### config.mk
export PLATFORM = sky130hd
export DESIGN_NAME = link_behavior_control_reg
export DESIGN_NICKNAME = d
export VERILOG_FILES = /design/src/design/link_ctrl_pkg.sv /design/src/design/link_ctrl_if.sv /design/src/design/link_behavior_control_reg.sv /design/src/design/link_policy.sv
export VERILOG_INCLUDE_DIRS = /design/src /design/src/design
export SDC_FILE = /design/constraint.sdc
export NUM_CORES = 1
export LEC_CHECK = 0
export BUFFER_PORTS_ARGS = -buffer_cell sky130_fd_sc_hd__buf_2
export CAP_MARGIN = 0
export CELL_PAD_IN_SITES_DETAIL_PLACEMENT = 1
export CELL_PAD_IN_SITES_GLOBAL_PLACEMENT = 1
export CORE_MARGIN = 4
export CORE_UTILIZATION = 32
export DETAILED_ROUTE_END_ITERATION = 7
export PLACE_DENSITY = 0.89
export SETUP_SLACK_MARGIN = 0.5
export SKIP_LAST_GASP = 1
export SYNTH_ARGS = -nofsm -noshare
export SYNTH_HDL_FRONTEND = slang
export SYNTH_SLANG_ARGS = --single-unit
### constraint.sdc
create_clock -name ref_clk -period 1.8 [get_ports ref_clk]
set_input_delay 0.36 -clock ref_clk [delete_from_list [all_inputs] [get_ports ref_clk]]
set_output_delay 0.36 -clock ref_clk [all_outputs]
set_load 0.005 [all_outputs]
### src/design/link_ctrl_cfg.svh
// constants for the link behaviour control register and its bus slave
`ifndef LINK_CTRL_CFG_SVH
`define LINK_CTRL_CFG_SVH

// ----------------------------------------
// bus geometry
// ----------------------------------------
`define LC_ADDR_W 8
`define LC_DATA_W 32
`define LC_BE_W 4
`define LC_REG_W 16

// ----------------------------------------
// register indices and byte addresses
// ----------------------------------------
`define LC_CTRL_INDEX 8'h0a
`define LC_CTRL_ADDR 8'h28
`define LC_STATUS_ADDR 8'h40

// ----------------------------------------
// field positions
// ----------------------------------------
`define LC_BIT_FAR_END_DROP 15
`define LC_BIT_FAST_PD 6
`define LC_BIT_EXT_FD 5
`define LC_BIT_QUAL_LED 4
`define LC_BIT_ISO_HD 3
`define LC_BIT_IDLE_SYMERR 2

// status register field positions
`define LC_ST_LINK_UP 0
`define LC_ST_SPEED_100 1
`define LC_ST_FULL_DUPLEX 2
`define LC_ST_LINK_LED 3
`define LC_ST_MII_ISOLATE 4
`define LC_ST_TX_DISABLE 5
`define LC_ST_FAST_PD 6
`define LC_ST_IDLE_DET 7

// ----------------------------------------
// reset values and status width
// ----------------------------------------
`define LC_CTRL_RESET 16'h0104
`define LC_STATUS_W 8

`endif

### src/design/link_ctrl_pkg.sv
// types shared by the link behaviour control block
package link_ctrl_pkg;

	typedef enum logic {
		bus_idle,
		bus_answer
	} bus_state_type;

endpackage

### src/design/link_ctrl_if.sv
// signals between the register holder and the link policy logic
`timescale 1ns/1ps

interface link_ctrl_if;
	// register fields
	logic far_end_drop;
	logic ext_fd;
	logic qual_led;
	logic iso_hd;
	logic idle_symerr;
	// link state from the core, and the led blink setting
	logic link_up;
	logic speed_100;
	logic forced_100;
	logic autoneg_en;
	logic partner_forced_100;
	logic ieee_full_duplex;
	logic blink_en;
	logic activity_blink;
	logic idle_state;
	logic symbol_error;
	// decisions
	logic tx_disable;
	logic full_duplex;
	logic link_led;
	logic mii_isolate;
	logic idle_symerr_flag;

	modport reg_side (
		output far_end_drop, ext_fd, qual_led, iso_hd, idle_symerr,
		output link_up, speed_100, forced_100, autoneg_en, partner_forced_100,
		output ieee_full_duplex, blink_en, activity_blink, idle_state, symbol_error,
		input tx_disable, full_duplex, link_led, mii_isolate, idle_symerr_flag
	);

	modport policy_side (
		input far_end_drop, ext_fd, qual_led, iso_hd, idle_symerr,
		input link_up, speed_100, forced_100, autoneg_en, partner_forced_100,
		input ieee_full_duplex, blink_en, activity_blink, idle_state, symbol_error,
		output tx_disable, full_duplex, link_led, mii_isolate, idle_symerr_flag
	);
endinterface

### src/design/link_behavior_control_reg.sv
// link behaviour control register with Avalon-MM slave and registered link outputs
`timescale 1ns/1ps
`include "link_ctrl_cfg.svh"

// Operation
// - writing one to bit 15 enters far-end link-drop mode; resets zero, read-write.
// - in that mode under forced 100, transmitter is shut off when link is lost.
// - bit 6 set shortens parallel-detect link-up; clear means normal parallel detection.
// - bit 6 is set by hardware whenever fast or robust crossover mode is selected.
// - bit 5 set forces full duplex against a forced-100 partner under autoneg or forced 100.
// - bit 5 clear leaves duplex choice to the standard resolution.
// - bit 4 set lights link lamp only at 100 full duplex; clear, any link.
// - qualified link lamp ignores the activity blink setting and never blinks.
// - bit 3 set isolates MII outputs on a 100 half-duplex link; clear, normal.
// - bit 2 controls idle symbol-error flagging; resets to one, read-write.
// - bit 2 one enables idle symbol-error detection, zero disables it.
module link_behavior_control_reg
	import link_ctrl_pkg::*;
(
	// clock and reset
	input wire logic ref_clk,
	input wire logic sys_rst,

	// avalon-mm slave
	input wire logic [`LC_ADDR_W-1:0] address,
	input wire logic read,
	input wire logic write,
	input wire logic [`LC_DATA_W-1:0] writedata,
	input wire logic [`LC_BE_W-1:0] byteenable,
	output logic [`LC_DATA_W-1:0] readdata,
	output logic waitrequest,

	// crossover mode and led settings from neighbouring registers
	input wire logic fast_mdix_sel,
	input wire logic robust_mdix_sel,
	input wire logic led_blink_en,

	// link state from the core
	input wire logic link_up,
	input wire logic speed_100,
	input wire logic forced_100,
	input wire logic autoneg_en,
	input wire logic partner_forced_100,
	input wire logic ieee_full_duplex,
	input wire logic activity_blink,
	input wire logic rx_idle_state,
	input wire logic rx_symbol_error,

	// link control outputs
	output logic tx_disable,
	output logic fast_pd_en,
	output logic full_duplex,
	output logic link_led,
	output logic mii_isolate,
	output logic idle_symerr_det_en,
	output logic idle_symerr_flag,
	output logic odd_nibble_det_dis,
	output logic rmii_rx_clk_sel
);

	// ----------------------------------------
	// declarations
	// ----------------------------------------
	link_ctrl_if lc ();

	bus_state_type bus_state_q;
	bus_state_type bus_state_d;
	logic waitrequest_q;
	logic waitrequest_d;
	logic [`LC_DATA_W-1:0] readdata_q;
	logic [`LC_DATA_W-1:0] readdata_d;

	logic [`LC_REG_W-1:0] ctrl_q;
	logic [`LC_REG_W-1:0] ctrl_d;
	logic [`LC_REG_W-1:0] ctrl_merged;

	logic tx_disable_q;
	logic tx_disable_d;
	logic fast_pd_en_q;
	logic fast_pd_en_d;
	logic full_duplex_q;
	logic full_duplex_d;
	logic link_led_q;
	logic link_led_d;
	logic mii_isolate_q;
	logic mii_isolate_d;
	logic idle_det_q;
	logic idle_det_d;
	logic idle_flag_q;
	logic idle_flag_d;
	logic odd_nibble_q;
	logic odd_nibble_d;
	logic rmii_clk_q;
	logic rmii_clk_d;

	logic [`LC_STATUS_W-1:0] status_view;
	logic write_accept;
	logic ctrl_hit;
	logic status_hit;
	logic auto_fast_pd;
	logic ctrl_write;
	logic [`LC_DATA_W-1:0] read_word;

	// ----------------------------------------
	// address decode
	// ----------------------------------------
	always_comb begin
		ctrl_hit = 1'b0;
		status_hit = 1'b0;
		case (address)
			`LC_CTRL_ADDR: begin
				ctrl_hit = 1'b1;
			end
			`LC_STATUS_ADDR: begin
				status_hit = 1'b1;
			end
			default: begin
				// unmapped places: nothing selected, same bus timing
				ctrl_hit = 1'b0;
			end
		endcase
	end
	// the write lands at the edge where the master sees waitrequest low
	assign write_accept = (bus_state_q == bus_answer) & write;
	// status writes fall through here and are dropped
	assign ctrl_write = write_accept & ctrl_hit;

	// ----------------------------------------
	// byte lane merge
	// ----------------------------------------
	// only the two low lanes carry the 16-bit register; upper lanes are dropped
	genvar lane;
	generate
		for (lane = 0; lane < `LC_REG_W / 8; lane = lane + 1) begin : g_lane
			assign ctrl_merged[8*lane +: 8] = byteenable[lane] ? writedata[8*lane +: 8] : ctrl_q[8*lane +: 8];
		end
	endgenerate

	// ----------------------------------------
	// policy logic
	// ----------------------------------------
	assign lc.far_end_drop = ctrl_q[`LC_BIT_FAR_END_DROP];
	assign lc.ext_fd = ctrl_q[`LC_BIT_EXT_FD];
	assign lc.qual_led = ctrl_q[`LC_BIT_QUAL_LED];
	assign lc.iso_hd = ctrl_q[`LC_BIT_ISO_HD];
	assign lc.idle_symerr = ctrl_q[`LC_BIT_IDLE_SYMERR];
	assign lc.link_up = link_up;
	assign lc.speed_100 = speed_100;
	assign lc.forced_100 = forced_100;
	assign lc.autoneg_en = autoneg_en;
	assign lc.partner_forced_100 = partner_forced_100;
	assign lc.ieee_full_duplex = ieee_full_duplex;
	assign lc.blink_en = led_blink_en;
	assign lc.activity_blink = activity_blink;
	assign lc.idle_state = rx_idle_state;
	assign lc.symbol_error = rx_symbol_error;

	link_policy u_policy (
		.lc(lc.policy_side)
	);

	// ----------------------------------------
	// control register next value
	// ----------------------------------------
	assign auto_fast_pd = fast_mdix_sel | robust_mdix_sel;

	always_comb begin
		ctrl_d = ctrl_q;
		if (ctrl_write) begin
			// all sixteen bits are writable, reserved ones included
			ctrl_d = ctrl_merged;
		end
		// hardware set wins over a software clear in the same cycle
		if (auto_fast_pd) begin
			ctrl_d[`LC_BIT_FAST_PD] = 1'b1;
		end
	end

	always_ff @(posedge ref_clk) begin
		if (sys_rst) begin
			ctrl_q <= `LC_CTRL_RESET;
		end else begin
			ctrl_q <= ctrl_d;
		end
	end

	// ----------------------------------------
	// bus handshake
	// ----------------------------------------
	always_comb begin
		status_view = '0;
		status_view[`LC_ST_LINK_UP] = link_up;
		status_view[`LC_ST_SPEED_100] = speed_100;
		status_view[`LC_ST_FULL_DUPLEX] = full_duplex_q;
		status_view[`LC_ST_LINK_LED] = link_led_q;
		status_view[`LC_ST_MII_ISOLATE] = mii_isolate_q;
		status_view[`LC_ST_TX_DISABLE] = tx_disable_q;
		status_view[`LC_ST_FAST_PD] = fast_pd_en_q;
		status_view[`LC_ST_IDLE_DET] = idle_det_q;
	end

	// the word a read returns; unmapped places read as zero
	always_comb begin
		read_word = '0;
		if (ctrl_hit) begin
			read_word = {{(`LC_DATA_W-`LC_REG_W){1'b0}}, ctrl_q};
		end else if (status_hit) begin
			read_word = {{(`LC_DATA_W-`LC_STATUS_W){1'b0}}, status_view};
		end
	end

	always_comb begin
		bus_state_d = bus_state_q;
		waitrequest_d = waitrequest_q;
		readdata_d = readdata_q;
		case (bus_state_q)
			bus_idle: begin
				if (read || write) begin
					// one wait state, so read data is settled before it is taken
					bus_state_d = bus_answer;
					waitrequest_d = 1'b0;
					// a write leaves zero behind, so no stale word lingers
					readdata_d = read ? read_word : '0;
				end
			end
			bus_answer: begin
				bus_state_d = bus_idle;
				waitrequest_d = 1'b1;
			end
			default: begin
				bus_state_d = bus_idle;
				waitrequest_d = 1'b1;
			end
		endcase
	end

	always_ff @(posedge ref_clk) begin
		if (sys_rst) begin
			bus_state_q <= bus_idle;
			waitrequest_q <= 1'b1;
			readdata_q <= '0;
		end else begin
			bus_state_q <= bus_state_d;
			waitrequest_q <= waitrequest_d;
			readdata_q <= readdata_d;
		end
	end

	// ----------------------------------------
	// registered link outputs
	// ----------------------------------------
	// one cycle of latency on every decision, traded for glitch-free outputs
	always_comb begin
		tx_disable_d = lc.tx_disable;
		fast_pd_en_d = ctrl_q[`LC_BIT_FAST_PD];
		full_duplex_d = lc.full_duplex;
		link_led_d = lc.link_led;
		mii_isolate_d = lc.mii_isolate;
		idle_det_d = ctrl_q[`LC_BIT_IDLE_SYMERR];
		idle_flag_d = lc.idle_symerr_flag;
		odd_nibble_d = ctrl_q[1];
		rmii_clk_d = ctrl_q[0];
	end

	always_ff @(posedge ref_clk) begin
		if (sys_rst) begin
			tx_disable_q <= 1'b0;
			fast_pd_en_q <= 1'b0;
			full_duplex_q <= 1'b0;
			link_led_q <= 1'b0;
			mii_isolate_q <= 1'b0;
			idle_det_q <= 1'b1;
			idle_flag_q <= 1'b0;
			odd_nibble_q <= 1'b0;
			rmii_clk_q <= 1'b0;
		end else begin
			tx_disable_q <= tx_disable_d;
			fast_pd_en_q <= fast_pd_en_d;
			full_duplex_q <= full_duplex_d;
			link_led_q <= link_led_d;
			mii_isolate_q <= mii_isolate_d;
			idle_det_q <= idle_det_d;
			idle_flag_q <= idle_flag_d;
			odd_nibble_q <= odd_nibble_d;
			rmii_clk_q <= rmii_clk_d;
		end
	end

	// ----------------------------------------
	// outputs
	// ----------------------------------------
	assign readdata = readdata_q;
	assign waitrequest = waitrequest_q;
	assign tx_disable = tx_disable_q;
	assign fast_pd_en = fast_pd_en_q;
	assign full_duplex = full_duplex_q;
	assign link_led = link_led_q;
	assign mii_isolate = mii_isolate_q;
	assign idle_symerr_det_en = idle_det_q;
	assign idle_symerr_flag = idle_flag_q;
	assign odd_nibble_det_dis = odd_nibble_q;
	assign rmii_rx_clk_sel = rmii_clk_q;

endmodule

### src/design/link_policy.sv
// combinational link policy driven by the control register fields
`timescale 1ns/1ps

module link_policy (
	// fields in, decisions out
	link_ctrl_if.policy_side lc
);

	// ----------------------------------------
	// duplex and transmitter
	// ----------------------------------------
	logic ext_case;
	always_comb begin
		ext_case = lc.ext_fd & (lc.autoneg_en | lc.forced_100) & lc.partner_forced_100;
		// without the extension the standard resolution result is passed through
		lc.full_duplex = ext_case | lc.ieee_full_duplex;
		// only meaningful in forced 100 operation; the far end then sees its link fail
		lc.tx_disable = lc.far_end_drop & lc.forced_100 & ~lc.link_up;
	end

	// ----------------------------------------
	// indicator, isolation, idle errors
	// ----------------------------------------
	always_comb begin
		if (lc.qual_led) begin
			// blink setting ignored so the lamp means 100 full duplex only
			lc.link_led = lc.link_up & lc.speed_100 & lc.full_duplex;
		end else begin
			lc.link_led = lc.link_up & ~(lc.blink_en & lc.activity_blink);
		end
		lc.mii_isolate = lc.iso_hd & lc.link_up & lc.speed_100 & ~lc.full_duplex;
		lc.idle_symerr_flag = lc.idle_symerr & lc.idle_state & lc.symbol_error;
	end

endmodule

==> results of run 1 <==
-- power breakdown --
part           switching [mW]  internal (mW)
logic                   0.121         0.0850
registers             0.00899          0.960
clock network           0.344          0.271
-- metal layers --
metal	up-vias	track usage, %
met5	-	0
met4	0	4.75
met3	7	5.92
met2	76	30.9
met1	930	20.5
li1	870	-
-- registers in the layout, summed over array words and instances, names as in the netlist --
signal              flops
rmii_rx_clk_sel         1
bus_state_q             1
tx_disable              1
idle_symerr_det_en      1
link_led                1
ctrl_q                 16
readdata               16
idle_symerr_flag        1
full_duplex             1
mii_isolate             1
waitrequest             1
odd_nibble_det_dis      1
fast_pd_en              1
-- critical path: stages --
cell	delay (ns)
buf_8	0.11
or4b_4	0.66
nor4_4	0.31
o21bai_1	0.11
-- stage by stage --
stage	power, mW	hold slack [ns]
finish	1.79	0.274
floorplan	1.09	0.436
CTS	1.79	0.263
detailed placement	1.16	0.443
global route	1.88	0.264
global placement	1.15	0.438
-- synth_stat cells (all sizes together) (2+ instances only) --
library cell,number,share of area (%)
a21oi,22,5.8
o21ai,2,0.53
and4b,2,1.1
buf,29,10
dfxtp,43,45
nand2,9,1.8
a31oi,3,0.99
nor2,5,0.99
nand3,2,0.53
and3,3,0.99
o31ai,14,5.5
o21bai,3,1.2
a221o,8,4.2
nor2b,5,1.6
nor3b,10,3.9
nand4,22,7.2
nor4,3,1.6
nor4b,2,1.6
clkbuf,5,0.99
or4b,2,1.1
-- cell type report --
class | count | area (um2)
timing repair buffer | 74 | 447
clock inverter | 2 | 12.5
tap | 72 | 90.1
sequential | 43 | 865
clock buffer | 6 | 72.6
fill | 674 | 3130
multi-input combinational | 141 | 1020
-- kinds of logic (layout without fill, tap and decap cells) --
logic type	after synthesis	in the layout	synth area share (%)
buffers and inverters	34	82	11.1
AND/OR/NAND/NOR	68	70	23.7
flip-flops	43	43	45.2
AO/OA/AOI/OAI	55	55	19.7
other	1	16	0.197
-- what timing repair did --
action,CTS,global route
setup buffers,1,1
pin swaps,9,8
gates resized for setup,22,13
endpoints found under the setup margin,24,21
cloned,2,0
-- worst paths after layout --
check / end / cells after the start / slack (ns) / from
worst max-delay path: ctrl_q[2] / 4 / 0.44 / address[6]
worst max register to register: readdata[7] / 3 / 0.57 / bus_state_q
worst min-delay path: tx_disable / 2 / 0.27 / link_up
worst min register to register: readdata[11] / 2 / 0.45 / readdata[11]
==> flow_summary.json, run 1 <==
{
  "min_period_ns": 1.36,
  "arrival_ns": 1.55,
  "finalHoldViolCount": 0,
  "detailedPlace.worstSlack_ns": 0.100,
  "final_common_cell": "buf_2",
  "port_buffers": 67,
  "synthFlopType": "dfxtp_1",
  "fin_tns_setup_ns": 0,
  "cts_root_buffer": "clkbuf_8",
  "wl_per_cell_um": 19.3,
  "core_area_um2": 5640,
  "ys_warn_count": 0,
  "cp_data_required_time_ns": 1.99,
  "h-tree-depth": 2,
  "num_vias": 1883,
  "ir_worst_vdd_uv": 415,
  "drtIter0Drc": 72,
  "synth.avg_cell_area_um2": 9.47,
  "fin_cells": 338,
  "finalSetupViolCount": 0,
  "antennaDiodeCount": 0,
  "antenna_found_initial": 0,
  "postRouteAntennaNets": 0,
  "die_w_um": 85.1,
  "synth_area_um2": 1900,
  "grt_max_degree": 43,
  "yosysUniqueCellTypes": 31,
  "drc": 0,
  "grt_util_all_layers_pct": 17.7,
  "io_pins": 102,
  "wl_met3_um": 496,
  "hpwl_mm": 4.23,
  "power_density_nw_per_um2": 714,
  "worst_slack_ns": 0.442,
  "clock_latency_ns": 0.31,
  "first_pass_iters": 5,
  "criticalPathCategory": "input port to flip-flop",
  "status": "finished clean",
  "cts.sinks": 43,
  "hp-class": "input port to flip-flop",
  "fin_util_pct": 44.5,
  "dieArea_um2": 7240,
  "cts_hold_buf": 0,
  "fin_crit_sh_pct": 75.5,
  "grt_pass1_vias": 1850,
  "leakagePower_nw": 1.02,
  "cts_buffer_depth": 2,
  "cts_made_buffers": 5,
  "seq_area_frac_synth_pct": 45.2,
  "end_kind": "flip-flop",
  "wl_met1_mm": 2.61,
  "crit_path_max_fanout": 8,
  "cp-start-kind": "input port",
  "finalWeightedCongestion": 0.734,
  "fin_skew_ns": 0.00834,
  "fmax_mhz": 736,
  "routed-wl-met2_mm": 3.36,
  "grt_pass1_wl_mm": 9.98,
  "drv_slew": 0,
  "synth_edf_count": 0,
  "maxCapViolCount": 0,
  "rows": 27,
  "start_util_pct": 33.7,
  "fin_area_um2": 2510,
  "ys_ff_latch": 43,
  "final_layout_size_suffix_gt1_share_pct": 39.5,
  "top_layer_used": "met4",
  "nets": 325,
  "tritoncts": "yes",
  "wirelength_mm": 6.52,
  "overflow": 0,
  "synthArstFlopShare_pct": 0,
  "synth_cells": 201,
  "die_h_um": 85.1,
  "area_growth_pct": 31.8,
  "place_inst": 326,
  "clk_pin_slew_ns": 0.08,
  "rsz0062_at_grt": "true",
  "final_cell_mix": "buf_2, dfxtp_1, nand4_1",
  "vias_per_cell": 5.57,
  "place_area_um2": 2240
}
Power figures use the tool's default switching activity.
==> inputs of run 2 (changes only) <==
- clock period: 1.8 -> 1.3 ns (I/O delays scaled with it)
==> flow_summary.json, run 2 (synthesized netlist as in run 1, its figures left out) <==
{
  "finalSetupViolCount": 2,
  "port_buffers": 67,
  "wl_per_cell_um": 20.6,
  "clock_latency_ns": 0.31,
  "cts_buffer_depth": 2,
  "hpwl_mm": 4.28,
  "end_kind": "flip-flop",
  "slowest_delay_ns": 0.64,
  "fin_util_pct": 51.5,
  "final_common_cell": "buf_2",
  "worst_slack_ns": -0.0128,
  "io_pins": 102,
  "hp-class": "input port to flip-flop",
  "power_density_nw_per_um2": 951,
  "finalWeightedCongestion": 0.746,
  "wirelength_mm": 7.37,
  "seq_area_um2": 900,
  "grt_pass1_vias": 1946,
  "leakagePower_nw": 1.19,
  "cts.sinks": 43,
  "worstPathCellList": "buf_8 -> or4b_4 -> nor4_2 -> o21bai_1",
  "timing.hold.ws_ns": 0.185,
  "cp-start-kind": "input port",
  "multi_input_area_um2": 1090,
  "wl_met3_um": 584,
  "drc": 0,
  "die_w_um": 85.1,
  "vias_per_cell": 5.53,
  "num_vias": 1981,
  "top_layer_used": "met4",
  "criticalPathCategory": "input port to flip-flop",
  "routed-wl-met2_mm": 3.70,
  "tritoncts": "yes",
  "slowest_stage": "or4b_4",
  "arrival_ns": 1.49,
  "postRouteAntennaNets": 0,
  "status": "complete, but fails checks",
  "core_area_um2": 5640,
  "crit_path_max_fanout": 8,
  "min_period_ns": 1.31,
  "fmax_mhz": 762,
  "grt_max_degree": 28,
  "rsz0062_at_grt": "true",
  "critPathTopFamily": "simple AND/OR/NAND/NOR gates",
  "fin_skew_ns": 0.0144,
  "overflow": 0,
  "final_layout_size_suffix_gt1_share_pct": 55.6,
  "maxCapViolCount": 0,
  "fin_tns_setup_ns": -0.0161,
  "rows": 27,
  "die_h_um": 85.1,
  "rrSetupSlack_ns": 0.03,
  "antennaDiodeCount": 0,
  "antenna_found_initial": 0,
  "start_util_pct": 33.7,
  "cp_data_required_time_ns": 1.48,
  "nets": 345,
  "grt_util_all_layers_pct": 16.9,
  "grt_pass1_wl_mm": 9.76,
  "dieArea_um2": 7240,
  "area_growth_pct": 52.7,
  "final_cell_mix": "buf_2, dfxtp_2, nand4_1",
  "cts_made_buffers": 5,
  "cts_root_buffer": "clkbuf_8",
  "fillerInstances": 646,
  "ir_worst_vdd_uv": 580,
  "wl_met1_mm": 2.88,
  "fin_crit_sh_pct": 101,
  "violations": "negative setup slack",
  "h-tree-depth": 2,
  "worst-path-buf-inv": 1,
  "cts_hold_buf": 0,
  "finalHoldViolCount": 0,
  "drtIter0Drc": 114,
  "drv_slew": 0,
  "first_pass_iters": 4,
  "clk_pin_slew_ns": 0.09
}
run 2: cell count changes in the layout (fill, tap and decap cells not counted), sizes merged:
cell      previous run  this run
buf                 74        91
bufinv               0         1
clkbuf               6         8
clkinv               1         2
clkinvlp             1         0
run 2: where the power goes:
| part | switching (mW) | internal, mW |
|---|---|---|
| Clock | 0.495 | 0.573 |
| Sequential | 0.0115 | 1.33 |
| Combinational | 0.194 | 0.159 |
| Total | 0.701 | 2.06 |
run 2: what timing repair did:
item | in CTS | in global routing
resized for setup | 36 | 53
buffers inserted | 0 | 8
cloned | 2 | 4
pin swaps | 6 | 11
endpoints found under the setup margin | 61 | 62
run 2: final cells by class:
cell class	instances	share of cell area, %
clock buffer	5	2.37
timing repair buffer	94	24.4
multi-input combinational	141	37.6
sequential	43	31.0
clock inverter	3	1.51
tap	72	3.10
run 2: layer usage:
| layer | track usage (%) | up-vias |
|---|---|---|
| li1 | - | 903 |
| met1 | 19.4 | 954 |
| met2 | 30.6 | 108 |
| met3 | 4.85 | 16 |
| met4 | 4.32 | 0 |
| met5 | 0 | - |
run 2: metrics by stage:
step	setup slack, ns	power, mW	instance area (um2)	instances
finish	-0.0128	2.76	2910	358
global route	-0.0262	2.86	2910	358
CTS	0.0512	2.67	2550	346
detailed placement	-0.281	1.62	2330	336
global placement	-0.229	1.61	2330	336
floorplan	-0.176	1.52	2020	216
run 2: path summary, 6_finish.rpt:
path / to / start / depth (start not counted)
worst max register to register: readdata[1] / bus_state_q / 4
worst min register to register: readdata[11] / readdata[11] / 2
worst min-delay path: tx_disable / link_up / 2
worst max-delay path: ctrl_q[2] / address[2] / 4
